`src/design/odcr_pkg.sv`:
```
`default_nettype none
package odcr_pkg;
   // ************************************************************
   // register offsets
   // ************************************************************
   localparam logic [7:0] MARGIN_OFFSET_HIGH_OFS        = 8'h10;
   localparam logic [7:0] MARGIN_OFFSET_LOW_OFS         = 8'h11;
   localparam logic [7:0] OUTPUT_DRIVER_CONTROL_OFS     = 8'h15;
   localparam logic [7:0] OUTPUT_DIVIDER_HIGH_OFS       = 8'h16;
   localparam logic [7:0] OUTPUT_DIVIDER_LOW_OFS        = 8'h17;
   localparam logic [7:0] REFERENCE_DIVIDER_CONTROL_OFS = 8'h18;
   localparam logic [7:0] FEEDBACK_INTEGER_HIGH_OFS     = 8'h19;
   localparam logic [7:0] FEEDBACK_INTEGER_LOW_OFS      = 8'h1a;
   localparam logic [7:0] FRACTION_NUMERATOR_BYTE2_OFS  = 8'h1b;
   localparam logic [7:0] FRACTION_NUMERATOR_BYTE1_OFS  = 8'h1c;

   // ************************************************************
   // field positions and widths
   // ************************************************************
   localparam int          MARGIN_W           = 10;
   localparam int          OUT_DIV_W          = 9;
   localparam int          FB_INT_W           = 12;
   localparam int          FRAC_HI_W          = 14;
   localparam int          PWRDN_BIT          = 7;
   localparam logic [8:0]  OUT_DIV_MIN        = 9'h005;

   // ************************************************************
   // reset values and driver select encodings
   // ************************************************************
   localparam logic [1:0]  MARGIN_HIGH_RST    = 2'h0;
   localparam logic [7:0]  MARGIN_LOW_RST     = 8'h00;
   localparam logic        PWRDN_RST          = 1'b0;
   localparam logic [1:0]  OUT_SEL_TRISTATE   = 2'h0;
   localparam logic [1:0]  OUT_SEL_LVPECL     = 2'h1;
   localparam logic [1:0]  OUT_SEL_LVDS       = 2'h2;
   localparam logic [1:0]  OUT_SEL_HCSL       = 2'h3;
   localparam logic        OUT_DIV_HIGH_RST   = 1'b0;
   localparam logic [7:0]  OUT_DIV_LOW_RST    = 8'h46;
   localparam logic        RDIV4_RST          = 1'b0;
   localparam logic [3:0]  FB_INT_HIGH_RST    = 4'h0;
   localparam logic [7:0]  FB_INT_LOW_RST     = 8'h31;
   localparam logic [5:0]  FRAC_BYTE2_RST     = 6'h00;
   localparam logic [7:0]  FRAC_BYTE1_RST     = 8'h01;

   // ************************************************************
   // serial port
   // ************************************************************
   localparam logic [2:0]  LAST_BIT           = 3'h7;

   typedef enum logic [3:0] {
      ODCR_IDLE     = 4'b0000,
      ODCR_ADDR     = 4'b0001,
      ODCR_ADDR_ACK = 4'b0010,
      ODCR_REG      = 4'b0011,
      ODCR_REG_ACK  = 4'b0100,
      ODCR_WR       = 4'b0101,
      ODCR_WR_ACK   = 4'b0110,
      ODCR_RD       = 4'b0111,
      ODCR_RD_ACK   = 4'b1000
   } odcr_state_t;
endpackage : odcr_pkg
`default_nettype wire

```
`src/design/odcr_regs.sv`:
```
`timescale 1ns/1ns
`default_nettype none
module odcr_regs
   import odcr_pkg::*;
#(
   parameter logic [6:0] DEV_ADDR = 7'h5a  // arbitrary bus address
) (
   input  wire logic                 i_clk_sys,
   input  wire logic                 i_sys_rst,
   input  wire logic                 i_scl,
   input  wire logic                 i_sda,
   output logic                      o_sda,
   output logic                      o_sda_oe,
   output logic [MARGIN_W-1:0]       o_crystal_margin_offset,
   output logic                      o_diff_buffer_powerdown,
   output logic [1:0]                o_out_sel,
   output logic [OUT_DIV_W-1:0]      o_out_div,
   output logic                      o_out_div_reserved,
   output logic                      o_reference_div4_enable,
   output logic [FB_INT_W-1:0]       o_feedback_integer_value,
   output logic [FRAC_HI_W-1:0]      o_fraction_numerator_high
);

   // ************************************************************
   // pin synchronisers and edge detect
   // ************************************************************
   logic        scl_s1_reg, scl_s2_reg, scl_d_reg;
   logic        sda_s1_reg, sda_s2_reg, sda_d_reg;
   logic        scl_rise, scl_fall, bus_start, bus_stop;

   always_ff @(posedge i_clk_sys) begin
      if (i_sys_rst) begin
         scl_s1_reg <= 1'b1;
         scl_s2_reg <= 1'b1;
         scl_d_reg  <= 1'b1;
         sda_s1_reg <= 1'b1;
         sda_s2_reg <= 1'b1;
         sda_d_reg  <= 1'b1;
      end else begin
         scl_s1_reg <= i_scl;
         scl_s2_reg <= scl_s1_reg;
         scl_d_reg  <= scl_s2_reg;
         sda_s1_reg <= i_sda;
         sda_s2_reg <= sda_s1_reg;
         sda_d_reg  <= sda_s2_reg;
      end
   end

   assign scl_rise  = scl_s2_reg & ~scl_d_reg;
   assign scl_fall  = ~scl_s2_reg & scl_d_reg;
   assign bus_start = scl_s2_reg & scl_d_reg & sda_d_reg & ~sda_s2_reg;
   assign bus_stop  = scl_s2_reg & scl_d_reg & ~sda_d_reg & sda_s2_reg;

   // ************************************************************
   // register storage
   // ************************************************************
   logic [1:0]  margin_high_reg;
   logic [7:0]  margin_low_reg;
   logic        pwrdn_reg;
   logic [1:0]  out_sel_reg;
   logic        out_div_high_reg;
   logic [7:0]  out_div_low_reg;
   logic        rdiv4_reg;
   logic [3:0]  fb_int_high_reg;
   logic [7:0]  fb_int_low_reg;
   logic [5:0]  frac_byte2_reg;
   logic [7:0]  frac_byte1_reg;

   // reserved bits read as zero
   function automatic logic [7:0] reg_read(input logic [7:0] addr);
      logic [7:0] rd;
      rd = 8'h00;
      unique case (addr)
         MARGIN_OFFSET_HIGH_OFS:        rd = {6'h00, margin_high_reg};
         MARGIN_OFFSET_LOW_OFS:         rd = margin_low_reg;
         OUTPUT_DRIVER_CONTROL_OFS:     rd = {pwrdn_reg, 5'h00, out_sel_reg};
         OUTPUT_DIVIDER_HIGH_OFS:       rd = {7'h00, out_div_high_reg};
         OUTPUT_DIVIDER_LOW_OFS:        rd = out_div_low_reg;
         REFERENCE_DIVIDER_CONTROL_OFS: rd = {7'h00, rdiv4_reg};
         FEEDBACK_INTEGER_HIGH_OFS:     rd = {4'h0, fb_int_high_reg};
         FEEDBACK_INTEGER_LOW_OFS:      rd = fb_int_low_reg;
         FRACTION_NUMERATOR_BYTE2_OFS:  rd = {2'h0, frac_byte2_reg};
         FRACTION_NUMERATOR_BYTE1_OFS:  rd = frac_byte1_reg;
         default:                       rd = 8'h00;
      endcase
      return rd;
   endfunction : reg_read

   // ************************************************************
   // serial protocol engine
   // ************************************************************
   odcr_state_t state_reg;
   logic [2:0]  bit_cnt_reg;
   logic [7:0]  shift_reg;
   logic        sda_low_reg;
   logic        rw_reg;
   logic        nack_reg;
   logic [7:0]  ptr_reg;
   logic        last_bit;
   logic        wr_fire;
   logic        ptr_load;
   logic        rd_load;
   logic        rise_seen_reg;
   logic        bit_end;
   logic [7:0]  rd_byte;

   // a bit ends on a fall after a rise; skips the fall that closes a start
   always_ff @(posedge i_clk_sys) begin
      if (i_sys_rst) begin
         rise_seen_reg <= 1'b0;
      end else if (bus_start) begin
         rise_seen_reg <= 1'b0;
      end else if (scl_rise) begin
         rise_seen_reg <= 1'b1;
      end else if (scl_fall) begin
         rise_seen_reg <= 1'b0;
      end
   end

   always_comb begin
      rd_byte = reg_read(ptr_reg);
   end

   assign bit_end  = scl_fall & rise_seen_reg;
   assign last_bit = (bit_cnt_reg == LAST_BIT);
   assign wr_fire  = bit_end & (state_reg == ODCR_WR) & last_bit;
   assign ptr_load = bit_end & (state_reg == ODCR_REG) & last_bit;
   assign rd_load  = bit_end & (((state_reg == ODCR_ADDR_ACK) & rw_reg)
                              | ((state_reg == ODCR_RD_ACK) & ~nack_reg));

   always_ff @(posedge i_clk_sys) begin
      if (i_sys_rst) begin
         state_reg   <= ODCR_IDLE;
         bit_cnt_reg <= 3'h0;
         shift_reg   <= 8'h00;
         sda_low_reg <= 1'b0;
         rw_reg      <= 1'b0;
         nack_reg    <= 1'b0;
      end else if (bus_start) begin
         state_reg   <= ODCR_ADDR;
         bit_cnt_reg <= 3'h0;
         sda_low_reg <= 1'b0;
      end else if (bus_stop) begin
         state_reg   <= ODCR_IDLE;
         sda_low_reg <= 1'b0;
      end else if (scl_rise) begin
         if (state_reg == ODCR_ADDR || state_reg == ODCR_REG || state_reg == ODCR_WR) begin
            shift_reg <= {shift_reg[6:0], sda_s2_reg};
         end
         if (state_reg == ODCR_RD_ACK) begin
            nack_reg <= sda_s2_reg;
         end
      end else if (bit_end) begin
         unique case (state_reg)
            ODCR_IDLE: begin
               sda_low_reg <= 1'b0;
            end
            ODCR_ADDR, ODCR_REG, ODCR_WR: begin
               bit_cnt_reg <= bit_cnt_reg + 3'h1;
               if (last_bit) begin
                  if (state_reg == ODCR_ADDR && shift_reg[7:1] != DEV_ADDR) begin
                     state_reg <= ODCR_IDLE;
                  end else begin
                     sda_low_reg <= 1'b1;
                     if (state_reg == ODCR_ADDR) begin
                        rw_reg    <= shift_reg[0];
                        state_reg <= ODCR_ADDR_ACK;
                     end else if (state_reg == ODCR_REG) begin
                        state_reg <= ODCR_REG_ACK;
                     end else begin
                        state_reg <= ODCR_WR_ACK;
                     end
                  end
               end
            end
            ODCR_ADDR_ACK, ODCR_RD_ACK: begin
               bit_cnt_reg <= 3'h0;
               if (rd_load) begin
                  shift_reg   <= rd_byte;
                  sda_low_reg <= ~rd_byte[7];
                  state_reg   <= ODCR_RD;
               end else begin
                  sda_low_reg <= 1'b0;
                  state_reg   <= (state_reg == ODCR_RD_ACK) ? ODCR_IDLE : ODCR_REG;
               end
            end
            ODCR_REG_ACK, ODCR_WR_ACK: begin
               bit_cnt_reg <= 3'h0;
               sda_low_reg <= 1'b0;
               state_reg   <= ODCR_WR;
            end
            ODCR_RD: begin
               bit_cnt_reg <= bit_cnt_reg + 3'h1;
               if (last_bit) begin
                  sda_low_reg <= 1'b0;
                  state_reg   <= ODCR_RD_ACK;
               end else begin
                  shift_reg   <= {shift_reg[6:0], 1'b0};
                  sda_low_reg <= ~shift_reg[6];
               end
            end
            default: begin
               state_reg   <= ODCR_IDLE;
               sda_low_reg <= 1'b0;
            end
         endcase
      end
   end

   // ************************************************************
   // register pointer, auto increment
   // ************************************************************
   always_ff @(posedge i_clk_sys) begin
      if (i_sys_rst) begin
         ptr_reg <= 8'h00;
      end else if (ptr_load) begin
         ptr_reg <= shift_reg;
      end else if (wr_fire || rd_load) begin
         ptr_reg <= ptr_reg + 8'h01;
      end
   end

   // ************************************************************
   // register writes
   // ************************************************************
   always_ff @(posedge i_clk_sys) begin
      if (i_sys_rst) begin
         margin_high_reg  <= MARGIN_HIGH_RST;
         margin_low_reg   <= MARGIN_LOW_RST;
         pwrdn_reg        <= PWRDN_RST;
         out_sel_reg      <= OUT_SEL_LVPECL;
         out_div_high_reg <= OUT_DIV_HIGH_RST;
         out_div_low_reg  <= OUT_DIV_LOW_RST;
         rdiv4_reg        <= RDIV4_RST;
         fb_int_high_reg  <= FB_INT_HIGH_RST;
         fb_int_low_reg   <= FB_INT_LOW_RST;
         frac_byte2_reg   <= FRAC_BYTE2_RST;
         frac_byte1_reg   <= FRAC_BYTE1_RST;
      end else if (wr_fire) begin
         unique case (ptr_reg)
            MARGIN_OFFSET_HIGH_OFS:        margin_high_reg  <= shift_reg[1:0];
            MARGIN_OFFSET_LOW_OFS:         margin_low_reg   <= shift_reg;
            OUTPUT_DRIVER_CONTROL_OFS: begin
               pwrdn_reg   <= shift_reg[PWRDN_BIT];
               out_sel_reg <= shift_reg[1:0];
            end
            OUTPUT_DIVIDER_HIGH_OFS:       out_div_high_reg <= shift_reg[0];
            OUTPUT_DIVIDER_LOW_OFS:        out_div_low_reg  <= shift_reg;
            REFERENCE_DIVIDER_CONTROL_OFS: rdiv4_reg        <= shift_reg[0];
            FEEDBACK_INTEGER_HIGH_OFS:     fb_int_high_reg  <= shift_reg[3:0];
            FEEDBACK_INTEGER_LOW_OFS:      fb_int_low_reg   <= shift_reg;
            FRACTION_NUMERATOR_BYTE2_OFS:  frac_byte2_reg   <= shift_reg[5:0];
            FRACTION_NUMERATOR_BYTE1_OFS:  frac_byte1_reg   <= shift_reg;
            default: begin
            end
         endcase
      end
   end

   // ************************************************************
   // field outputs
   // ************************************************************
   assign o_sda                     = 1'b0;
   assign o_sda_oe                  = sda_low_reg;
   assign o_crystal_margin_offset   = {margin_high_reg, margin_low_reg};
   assign o_diff_buffer_powerdown   = pwrdn_reg;
   assign o_out_sel                 = out_sel_reg;
   assign o_out_div                 = {out_div_high_reg, out_div_low_reg};
   assign o_out_div_reserved        = (o_out_div < OUT_DIV_MIN);
   assign o_reference_div4_enable   = rdiv4_reg;
   assign o_feedback_integer_value  = {fb_int_high_reg, fb_int_low_reg};
   assign o_fraction_numerator_high = {frac_byte2_reg, frac_byte1_reg};

endmodule : odcr_regs
`default_nettype wire

```
`config.mk`:
```
export PLATFORM = sky130hd
export DESIGN_NAME = odcr_regs
export DESIGN_NICKNAME = d
export VERILOG_FILES = /design/src/design/odcr_pkg.sv /design/src/design/odcr_regs.sv
export SDC_FILE = /design/constraint.sdc
export NUM_CORES = 1
export LEC_CHECK = 0
export BUFFER_PORTS_ARGS = -buffer_cell sky130_fd_sc_hd__buf_4
export CORE_MARGIN = 5
export CORE_UTILIZATION = 40
export DETAILED_ROUTE_END_ITERATION = 12
export GPL_ROUTABILITY_DRIVEN = 0
export PLACE_DENSITY = 0.67
export SLEW_MARGIN = 20
export SYNTH_ARGS = -nofsm -noshare
export SYNTH_HDL_FRONTEND = slang
export SYNTH_SLANG_ARGS = --single-unit
export TNS_END_PERCENT = 50
```
`constraint.sdc`:
```
create_clock -name i_clk_sys -period 3.6 [get_ports i_clk_sys]
set_clock_uncertainty 0.1 [all_clocks]
set_input_delay 0.18 -clock i_clk_sys [delete_from_list [all_inputs] [get_ports i_clk_sys]]
set_output_delay 0.18 -clock i_clk_sys [all_outputs]
set_load 0.01 [all_outputs]
```
==> results of run 1 <==
-- how the worst max path moves through the flow --
stage,from,endpoint,depth (start not counted)
2_1_floorplan,state_reg[3],shift_reg[7],6
3_3_place_gp,ptr_reg[4],fb_int_low_reg[1],5
3_5_place_dp,ptr_reg[4],fb_int_low_reg[1],5
4_1_cts,ptr_reg[4],fb_int_low_reg[4],5
5_1_grt,bit_cnt_reg[0],fb_int_low_reg[5],7
6_report,bit_cnt_reg[0],fb_int_low_reg[4],7
-- cells by family after synthesis --
| logic type | after synthesis |
|---|---|
| buffers and inverters | 51 |
| xor gates and xnor gates | 7 |
| muxes | 49 |
| adders and majority gates | 9 |
| other | 1 |
| DFF | 82 |
| AOI/OAI and AO/OA | 90 |
| and+or+nand+nor | 196 |
-- routing by layer --
layer | track usage [%] | wire, um | vias to the layer above
li1 | - | - | 1790
met1 | 24.2 | 5170 | 1840
met2 | 31.3 | 5670 | 137
met3 | 3.53 | 643 | 20
met4 | 6.01 | 265 | 0
met5 | 0 | 0 | -
-- report_power, final --
part	switching, mW	total (mW)	leakage (nW)	internal, mW
logic	0.0282	0.0423	1.23	0.0140
registers	0.00328	0.913	0.662	0.909
clock network	0.344	0.733	0.0979	0.389
-- final cells by class --
cell class	instances	area, um2
fillers	982	5450
multi-input cells	352	2370
flip-flops and latches	82	1640
repair buffers	58	440
well taps	136	170
clock buffers	9	124
clock inverters	6	91.3
inverters	9	33.8
-- worst max-delay path, stage by stage (launching register included) --
cell,delay (ns)
sky130_fd_sc_hd__dfxtp_1,0.37
sky130_fd_sc_hd__ha_1,0.16
sky130_fd_sc_hd__ha_1,0.27
sky130_fd_sc_hd__nand3b_1,0.23
sky130_fd_sc_hd__nor4_4,0.64
sky130_fd_sc_hd__nand3_1,0.62
sky130_fd_sc_hd__nor3_1,0.30
sky130_fd_sc_hd__a21oi_1,0.08
-- placed cells by master, fill, tap and decap left out, types with 12 or more instances in the layout --
master	instances
sky130_fd_sc_hd__dfxtp_1	82
sky130_fd_sc_hd__nor2_1	80
sky130_fd_sc_hd__buf_4	56
sky130_fd_sc_hd__mux2i_1	49
sky130_fd_sc_hd__nor3_1	19
sky130_fd_sc_hd__nand3_1	18
sky130_fd_sc_hd__a21oi_1	17
sky130_fd_sc_hd__nand2_1	16
sky130_fd_sc_hd__nor2b_1	13
sky130_fd_sc_hd__o21ai_0	12
-- per-stage QoR --
stage	std cells	worst slack, ns
2_1_floorplan	485	1.28
3_3_place_gp	635	0.774
3_5_place_dp	635	0.694
4_1_cts	652	0.664
5_1_grt	652	0.392
6_report	652	0.660
-- repair_timing --
item / 4_1_cts / 5_1_grt
endpoints found under the hold margin: 2 / 0
hold buffers: 2 / 0
setup buffers: 0 / 0
==> impl_metrics.xml, run 1 <==
<?xml version="1.0" encoding="UTF-8"?>
<metrics>
  <group name="cts">
    <metric name="post_cts.resized_instances" unit="">0</metric>
    <metric name="cts.path.max_buffers" unit="">2</metric>
    <metric name="cts_tree" unit="">yes</metric>
    <metric name="numCtsBuffers" unit="">9</metric>
    <metric name="cts_sinks" unit="">82</metric>
    <metric name="clock_insertion_delay_worst_skew" unit="ns">0.35</metric>
    <metric name="cts.reportedPaths.clkPinSlew" unit="ns">0.08</metric>
    <metric name="cts-htree-levels" unit="">3</metric>
    <metric name="clock_tree.root_cell" unit="">sky130_fd_sc_hd__clkbuf_8</metric>
  </group>
  <group name="synth">
    <metric name="synthArstFlopShare" unit="%">0</metric>
    <metric name="share_of_cell_area_taken_by_muxes_after_synthesis" unit="%">11.6</metric>
    <metric name="most_numerous_cell_types_in_the_synthesized_netlist" unit="">82 x sky130_fd_sc_hd__dfxtp_1, 80 x sky130_fd_sc_hd__nor2_1, 49 x sky130_fd_sc_hd__mux2i_1</metric>
    <metric name="largest_family_of_logic_cells_by_synthesized_area" unit="">simple AND/OR/NAND/NOR gates</metric>
    <metric name="synth_xor_area_share" unit="%">1.45</metric>
    <metric name="ys_ff_latch" unit="">82</metric>
    <metric name="synthesis.yosys.warnings" unit="">0</metric>
    <metric name="synth_area" unit="um2">4230</metric>
    <metric name="synth-edff-count" unit="">0</metric>
    <metric name="avgSynthCellArea" unit="um2">8.71</metric>
    <metric name="basic_gate_share_of_the_synthesized_area_counting_and_or_nand_and_nor_cells" unit="%">23.6</metric>
    <metric name="synth_nets" unit="">498</metric>
    <metric name="synth_top_cells_by_area" unit="">sky130_fd_sc_hd__dfxtp_1 39%, sky130_fd_sc_hd__mux2i_1 12%, sky130_fd_sc_hd__nor2_1 7.1%, sky130_fd_sc_hd__clkbuf_1 2.8%, sky130_fd_sc_hd__ha_1 2.7%</metric>
    <metric name="yosys.area_share.adder" unit="%">2.67</metric>
    <metric name="netlist-cell-type-count" unit="">62</metric>
    <metric name="synth_ff_type" unit="">sky130_fd_sc_hd__dfxtp_1</metric>
    <metric name="synth_area_leader" unit="">sky130_fd_sc_hd__dfxtp_1</metric>
    <metric name="synth_compound_gate_area_share" unit="%">16.7</metric>
    <metric name="synth_top_area_share" unit="%">38.9</metric>
    <metric name="library_cell_with_the_highest_instance_count_after_synthesis" unit="">sky130_fd_sc_hd__dfxtp_1</metric>
    <metric name="synth.yosys.seq_area_share" unit="%">38.9</metric>
    <metric name="syn_inst" unit="">485</metric>
  </group>
  <group name="layout">
    <metric name="num_antenna_cells" unit="">0</metric>
    <metric name="fin_nets" unit="">525</metric>
    <metric name="area_growth" unit="%">15.3</metric>
    <metric name="finish.utilization" unit="%">47.2</metric>
    <metric name="stdcell_area" unit="um2">4870</metric>
    <metric name="layout_cell_share_with_drive_strength_beyond_1" unit="%">18.0</metric>
  </group>
  <group name="worst_setup_path">
    <metric name="worstSetupPathType" unit="">reg -&gt; reg</metric>
    <metric name="r2r-end" unit="">fb_int_low_reg[4]</metric>
    <metric name="cp-start-kind" unit="">register</metric>
    <metric name="worst_ep_required_time" unit="ns">3.71</metric>
    <metric name="setup.worst_path.end_class" unit="">register</metric>
    <metric name="rr_startpoint" unit="">bit_cnt_reg[0]</metric>
    <metric name="critical_path_peak_fanout" unit="">11</metric>
    <metric name="worst_r2r_setup_slack" unit="ns">0.66</metric>
    <metric name="critical_path_arrival" unit="ns">3.05</metric>
    <metric name="timing.reg2reg.worst_path_depth" unit="">7</metric>
  </group>
  <group name="floorplan">
    <metric name="design.die.area" unit="um2">12700</metric>
    <metric name="core-area" unit="um2">10300</metric>
    <metric name="die-height" unit="um">113</metric>
    <metric name="floorplan.initialDensity" unit="%">40.9</metric>
    <metric name="die-width" unit="um">113</metric>
    <metric name="num_io_pins" unit="">56</metric>
    <metric name="fp-row-count" unit="">37</metric>
  </group>
  <group name="timing">
    <metric name="setup_viol" unit="">0</metric>
    <metric name="worst_slew_pin_slew" unit="ns">0.934</metric>
    <metric name="min_period" unit="ns">2.94</metric>
    <metric name="timing.setup.tns" unit="ns">0</metric>
    <metric name="rsz0062_at_grt" unit="">no</metric>
    <metric name="min_period_over_period" unit="%">81.7</metric>
    <metric name="highest_clock_rate" unit="MHz">340</metric>
    <metric name="drv_slew" unit="">0</metric>
    <metric name="finalHoldWorstSlack" unit="ns">0.278</metric>
    <metric name="slew_headroom" unit="%">37.2</metric>
    <metric name="hold_viol_final" unit="">0</metric>
  </group>
  <group name="hold_path">
    <metric name="hold_depth" unit="">2</metric>
    <metric name="hp-start" unit="">i_sys_rst</metric>
    <metric name="hp-class" unit="">in -&gt; reg</metric>
    <metric name="hold_path_end" unit="">frac_byte1_reg[5]</metric>
  </group>
  <group name="routing">
    <metric name="initialDrtViolationCount" unit="">313</metric>
    <metric name="routedWlPerCell" unit="um">18.0</metric>
    <metric name="dr_total_vias" unit="">3787</metric>
    <metric name="vias_per_cell" unit="">5.81</metric>
    <metric name="routed_wl" unit="um">11700</metric>
    <metric name="drcViolationCount" unit="">0</metric>
    <metric name="drt.antenna.violating_nets" unit="">0</metric>
    <metric name="dr.pass1.iters" unit="">5</metric>
  </group>
  <group name="run">
    <metric name="drv_cap" unit="">0</metric>
  </group>
  <group name="placement">
    <metric name="placement.io_buffers" unit="">54</metric>
    <metric name="dpl.hpwl" unit="um">8160</metric>
    <metric name="placedInstanceArea" unit="um2">4640</metric>
  </group>
  <group name="global_route">
    <metric name="antenna_found_initial" unit="">0</metric>
    <metric name="largest_net_degree_at_the_start_of_global_routing" unit="">82</metric>
    <metric name="grt_util_all_layers" unit="%">18.6</metric>
    <metric name="grt_pass1_vias" unit="">3663</metric>
    <metric name="global_route_wire_length_before_repair" unit="um">19300</metric>
    <metric name="grt.overflow.total" unit="">0</metric>
  </group>
  <group name="pwr">
    <metric name="vdd_ir_drop_max" unit="uV">178</metric>
    <metric name="power_density" unit="nW/um2">347</metric>
    <metric name="total_power" unit="mW">1.69</metric>
    <metric name="power.leakage" unit="nW">1.99</metric>
  </group>
  <group name="run_status">
    <metric name="run_status" unit="">completed</metric>
  </group>
</metrics>
Power figures use the tool's default switching activity.
==> run 2: changes to the inputs <==
--- a/config.mk
+++ b/config.mk
@@ -5,6 +5,7 @@
 export SDC_FILE = /design/constraint.sdc
 export NUM_CORES = 1
 export LEC_CHECK = 0
+export ABC_AREA = 1
 export BUFFER_PORTS_ARGS = -buffer_cell sky130_fd_sc_hd__buf_4
 export CORE_MARGIN = 5
 export CORE_UTILIZATION = 40
==> constraint.sdc (replaced) <==
create_clock -name i_clk_sys -period 3.1 [get_ports i_clk_sys]
set_clock_uncertainty 0.1 [all_clocks]
set_input_delay 0.155 -clock i_clk_sys [delete_from_list [all_inputs] [get_ports i_clk_sys]]
set_output_delay 0.155 -clock i_clk_sys [all_outputs]
set_load 0.01 [all_outputs]
==> run 2 against run 1 <==
Combinational power rose by 27%. Critical path type unchanged. Setup slack better by 0.31 ns. Highest routed layer unchanged. Largest power group unchanged. Fmax is 38% higher.
==> impl_metrics.xml, run 2 <==
<?xml version="1.0" encoding="UTF-8"?>
<metrics>
  <group name="run_status">
    <metric name="run_status" unit="">completed</metric>
  </group>
  <group name="hold_path">
    <metric name="hp-class" unit="">reg -&gt; reg</metric>
    <metric name="hp-start" unit="">scl_s1_reg</metric>
    <metric name="hold_path_end" unit="">scl_s2_reg</metric>
    <metric name="hold_depth" unit="">1</metric>
  </group>
  <group name="worst_setup_path">
    <metric name="critical_path_peak_fanout" unit="">16</metric>
    <metric name="cpMostUsedCell" unit="">sky130_fd_sc_hd__nor2_4</metric>
    <metric name="cp-start-kind" unit="">register</metric>
    <metric name="worst_path_max_delay_cell" unit="">sky130_fd_sc_hd__dfxtp_1</metric>
    <metric name="timing.reg2reg.worst_path_depth" unit="">8</metric>
    <metric name="r2r-end" unit="">frac_byte1_reg[3]</metric>
    <metric name="rr_startpoint" unit="">ptr_reg[4]</metric>
    <metric name="critical_path.max_stage_delay" unit="ns">0.41</metric>
    <metric name="worstSetupPathType" unit="">reg -&gt; reg</metric>
    <metric name="timing.critical_path.cells" unit="">nand2_1 &gt; nor2_4 &gt; nand2_2 &gt; nor2_2 &gt; inv_2 &gt; nor2_4 &gt; o21ai_0 &gt; a21oi_1</metric>
    <metric name="setup.worst_path.end_class" unit="">register</metric>
    <metric name="critical_path_arrival" unit="ns">2.33</metric>
    <metric name="worst_ep_required_time" unit="ns">3.30</metric>
    <metric name="worst_r2r_setup_slack" unit="ns">0.97</metric>
    <metric name="family_of_cells_with_the_greatest_summed_delay_on_the_critical_path" unit="">simple AND/OR/NAND/NOR gates</metric>
    <metric name="cp.buffers_inverters" unit="">1</metric>
  </group>
  <group name="timing">
    <metric name="min_period" unit="ns">2.13</metric>
    <metric name="worst_slew_pin_slew" unit="ns">0.564</metric>
    <metric name="rsz0062_at_grt" unit="">no</metric>
    <metric name="hold_viol_final" unit="">0</metric>
    <metric name="min_period_over_period" unit="%">68.7</metric>
    <metric name="highest_clock_rate" unit="MHz">470</metric>
    <metric name="setup_viol" unit="">0</metric>
    <metric name="drv_slew" unit="">0</metric>
    <metric name="timing.setup.tns" unit="ns">0</metric>
    <metric name="slew_headroom" unit="%">62.3</metric>
  </group>
  <group name="floorplan">
    <metric name="num_io_pins" unit="">56</metric>
    <metric name="floorplan.initialDensity" unit="%">40.7</metric>
    <metric name="design.die.area" unit="um2">12600</metric>
    <metric name="fp-row-count" unit="">37</metric>
    <metric name="core-area" unit="um2">10300</metric>
    <metric name="die-height" unit="um">112</metric>
    <metric name="die-width" unit="um">112</metric>
  </group>
  <group name="cts">
    <metric name="numCtsBuffers" unit="">9</metric>
    <metric name="cts_sinks" unit="">82</metric>
    <metric name="clock_tree.root_cell" unit="">sky130_fd_sc_hd__clkbuf_8</metric>
    <metric name="cts-htree-levels" unit="">3</metric>
    <metric name="cts_tree" unit="">yes</metric>
    <metric name="cts.reportedPaths.clkPinSlew" unit="ns">0.09</metric>
    <metric name="cts.path.max_buffers" unit="">2</metric>
    <metric name="clock_insertion_delay_worst_skew" unit="ns">0.36</metric>
  </group>
  <group name="global_route">
    <metric name="grt_pass1_vias" unit="">3775</metric>
    <metric name="largest_net_degree_at_the_start_of_global_routing" unit="">31</metric>
    <metric name="antenna_found_initial" unit="">0</metric>
    <metric name="global_route_wire_length_before_repair" unit="um">18800</metric>
    <metric name="grt.overflow.total" unit="">0</metric>
    <metric name="grt_util_all_layers" unit="%">18.3</metric>
  </group>
  <group name="routing">
    <metric name="dr_total_vias" unit="">4031</metric>
    <metric name="routed_wl" unit="um">11400</metric>
    <metric name="initialDrtViolationCount" unit="">275</metric>
    <metric name="drt.antenna.violating_nets" unit="">0</metric>
    <metric name="dr.pass1.iters" unit="">5</metric>
    <metric name="vias_per_cell" unit="">5.14</metric>
    <metric name="routedWlPerCell" unit="um">14.6</metric>
    <metric name="drcViolationCount" unit="">0</metric>
  </group>
  <group name="synth">
    <metric name="synth_area" unit="um2">4180</metric>
    <metric name="most_numerous_cell_types_in_the_synthesized_netlist" unit="">152 x sky130_fd_sc_hd__nand2_1, 82 x sky130_fd_sc_hd__dfxtp_1, 69 x sky130_fd_sc_hd__a21oi_1</metric>
    <metric name="synth-edff-count" unit="">0</metric>
    <metric name="synth_top_cells_by_area" unit="">sky130_fd_sc_hd__dfxtp_1 39%, sky130_fd_sc_hd__nand2_1 14%, sky130_fd_sc_hd__a21oi_1 8.3%, sky130_fd_sc_hd__o21ai_0 5.4%, sky130_fd_sc_hd__inv_1 4.9%</metric>
    <metric name="synth_top_area_share" unit="%">39.3</metric>
    <metric name="syn_inst" unit="">594</metric>
    <metric name="synthArstFlopShare" unit="%">0</metric>
    <metric name="library_cell_with_the_highest_instance_count_after_synthesis" unit="">sky130_fd_sc_hd__nand2_1</metric>
    <metric name="netlist-cell-type-count" unit="">37</metric>
    <metric name="synth.yosys.seq_area_share" unit="%">39.3</metric>
    <metric name="synthesis.yosys.warnings" unit="">0</metric>
    <metric name="synth_nets" unit="">607</metric>
    <metric name="synth_area_leader" unit="">sky130_fd_sc_hd__dfxtp_1</metric>
    <metric name="avgSynthCellArea" unit="um2">7.04</metric>
    <metric name="ys_ff_latch" unit="">82</metric>
    <metric name="synth_ff_type" unit="">sky130_fd_sc_hd__dfxtp_1</metric>
  </group>
  <group name="layout">
    <metric name="stdcell_area" unit="um2">4880</metric>
    <metric name="layout_cell_share_with_drive_strength_beyond_1" unit="%">17.1</metric>
    <metric name="layout_commonest_cell" unit="">sky130_fd_sc_hd__nand2_1</metric>
    <metric name="area_growth" unit="%">16.7</metric>
    <metric name="fillCellCount" unit="">1053</metric>
    <metric name="fin_nets" unit="">658</metric>
    <metric name="num_antenna_cells" unit="">0</metric>
    <metric name="layout.cells.most_common_list" unit="">152 x sky130_fd_sc_hd__nand2_1, 82 x sky130_fd_sc_hd__dfxtp_1, 69 x sky130_fd_sc_hd__a21oi_1</metric>
  </group>
  <group name="pwr">
    <metric name="power.leakage" unit="nW">2.30</metric>
    <metric name="vdd_ir_drop_max" unit="uV">265</metric>
    <metric name="power_density" unit="nW/um2">393</metric>
  </group>
  <group name="placement">
    <metric name="placedInstanceArea" unit="um2">4650</metric>
    <metric name="placement.io_buffers" unit="">54</metric>
    <metric name="dpl.hpwl" unit="um">8630</metric>
  </group>
  <group name="run">
    <metric name="drv_cap" unit="">0</metric>
  </group>
</metrics>
-- run 2: what timing repair did --
action	CTS	global route
endpoints found under the hold margin	5	0
buffers inserted	0	0
hold buffers	3	0
gates resized for setup	0	0
-- run 2: layout make-up --
| class | instances | area (um2) | share of cell area (%) |
|---|---|---|---|
| multi-input cells | 427 | 2160 | 44.3 |
| inverters | 66 | 254 | 5.21 |
| well taps | 136 | 170 | 3.49 |
| flip-flops and latches | 82 | 1640 | 33.7 |
| clock inverters | 5 | 63.8 | 1.31 |
| repair buffers | 59 | 450 | 9.24 |
| clock buffers | 10 | 138 | 2.82 |
-- run 2: worst max-delay path by stage --
stage	start	end	slack (ns)	depth (start not counted)
after CTS	ptr_reg[4]	frac_byte1_reg[3]	1.0	8
final	ptr_reg[4]	frac_byte1_reg[3]	0.97	8
after detailed placement	ptr_reg[7]	frac_byte1_reg[3]	1.01	9
after global placement	ptr_reg[4]	frac_byte1_reg[7]	1.09	8
after floorplan	scl_s2_reg	frac_byte2_reg[4]	1.40	13
after global routing	ptr_reg[4]	frac_byte1_reg[5]	0.73	8
-- run 2: power breakdown --
| part | internal [mW] | leakage [nW] | switching [mW] | total [mW] |
|---|---|---|---|---|
| sequential | 1.06 | 0.662 | 0.00326 | 1.06 |
| combinational | 0.0176 | 1.54 | 0.0362 | 0.0538 |
| clock | 0.396 | 0.0989 | 0.409 | 0.805 |
| total | 1.47 | 2.30 | 0.449 | 1.92 |
-- run 2: cell families after synthesis --
logic type | after synthesis | synth area share [%]
XOR/XNOR | 4 | 0.838
AO/OA/AOI/OAI | 138 | 17.7
buffers and inverters | 85 | 9.04
AND/OR/NAND/NOR | 275 | 30.3
adder cells (fa/ha/maj) | 9 | 2.69
flip-flops | 82 | 39.3
other | 1 | 0.0897
-- run 2: per-stage QoR --
step / util (%) / setup WS [ns] / cells / hold slack (ns) / power (mW)
finish: 47.5 / 0.971 / 785 / 0.312 / 1.92
global route: 47.5 / 0.732 / 785 / 0.332 / 1.98
CTS: 47.5 / 0.997 / 785 / 0.314 / 1.93
detailed placement: 45.2 / 1.01 / 767 / 0.242 / 1.14
global placement: 45.2 / 1.09 / 767 / 0.240 / 1.13
floorplan: - / 1.40 / 594 / 0.159 / 1.12
-- run 2: layer usage --
metal / part of all wire, % / vias up / track usage [%]
li1: - / 2045 / -
met1: 46 / 1872 / 24.4
met2: 48 / 102 / 29.8
met3: 4.9 / 12 / 2.64
met4: 1.6 / 0 / 7.37
met5: 0 / - / 0
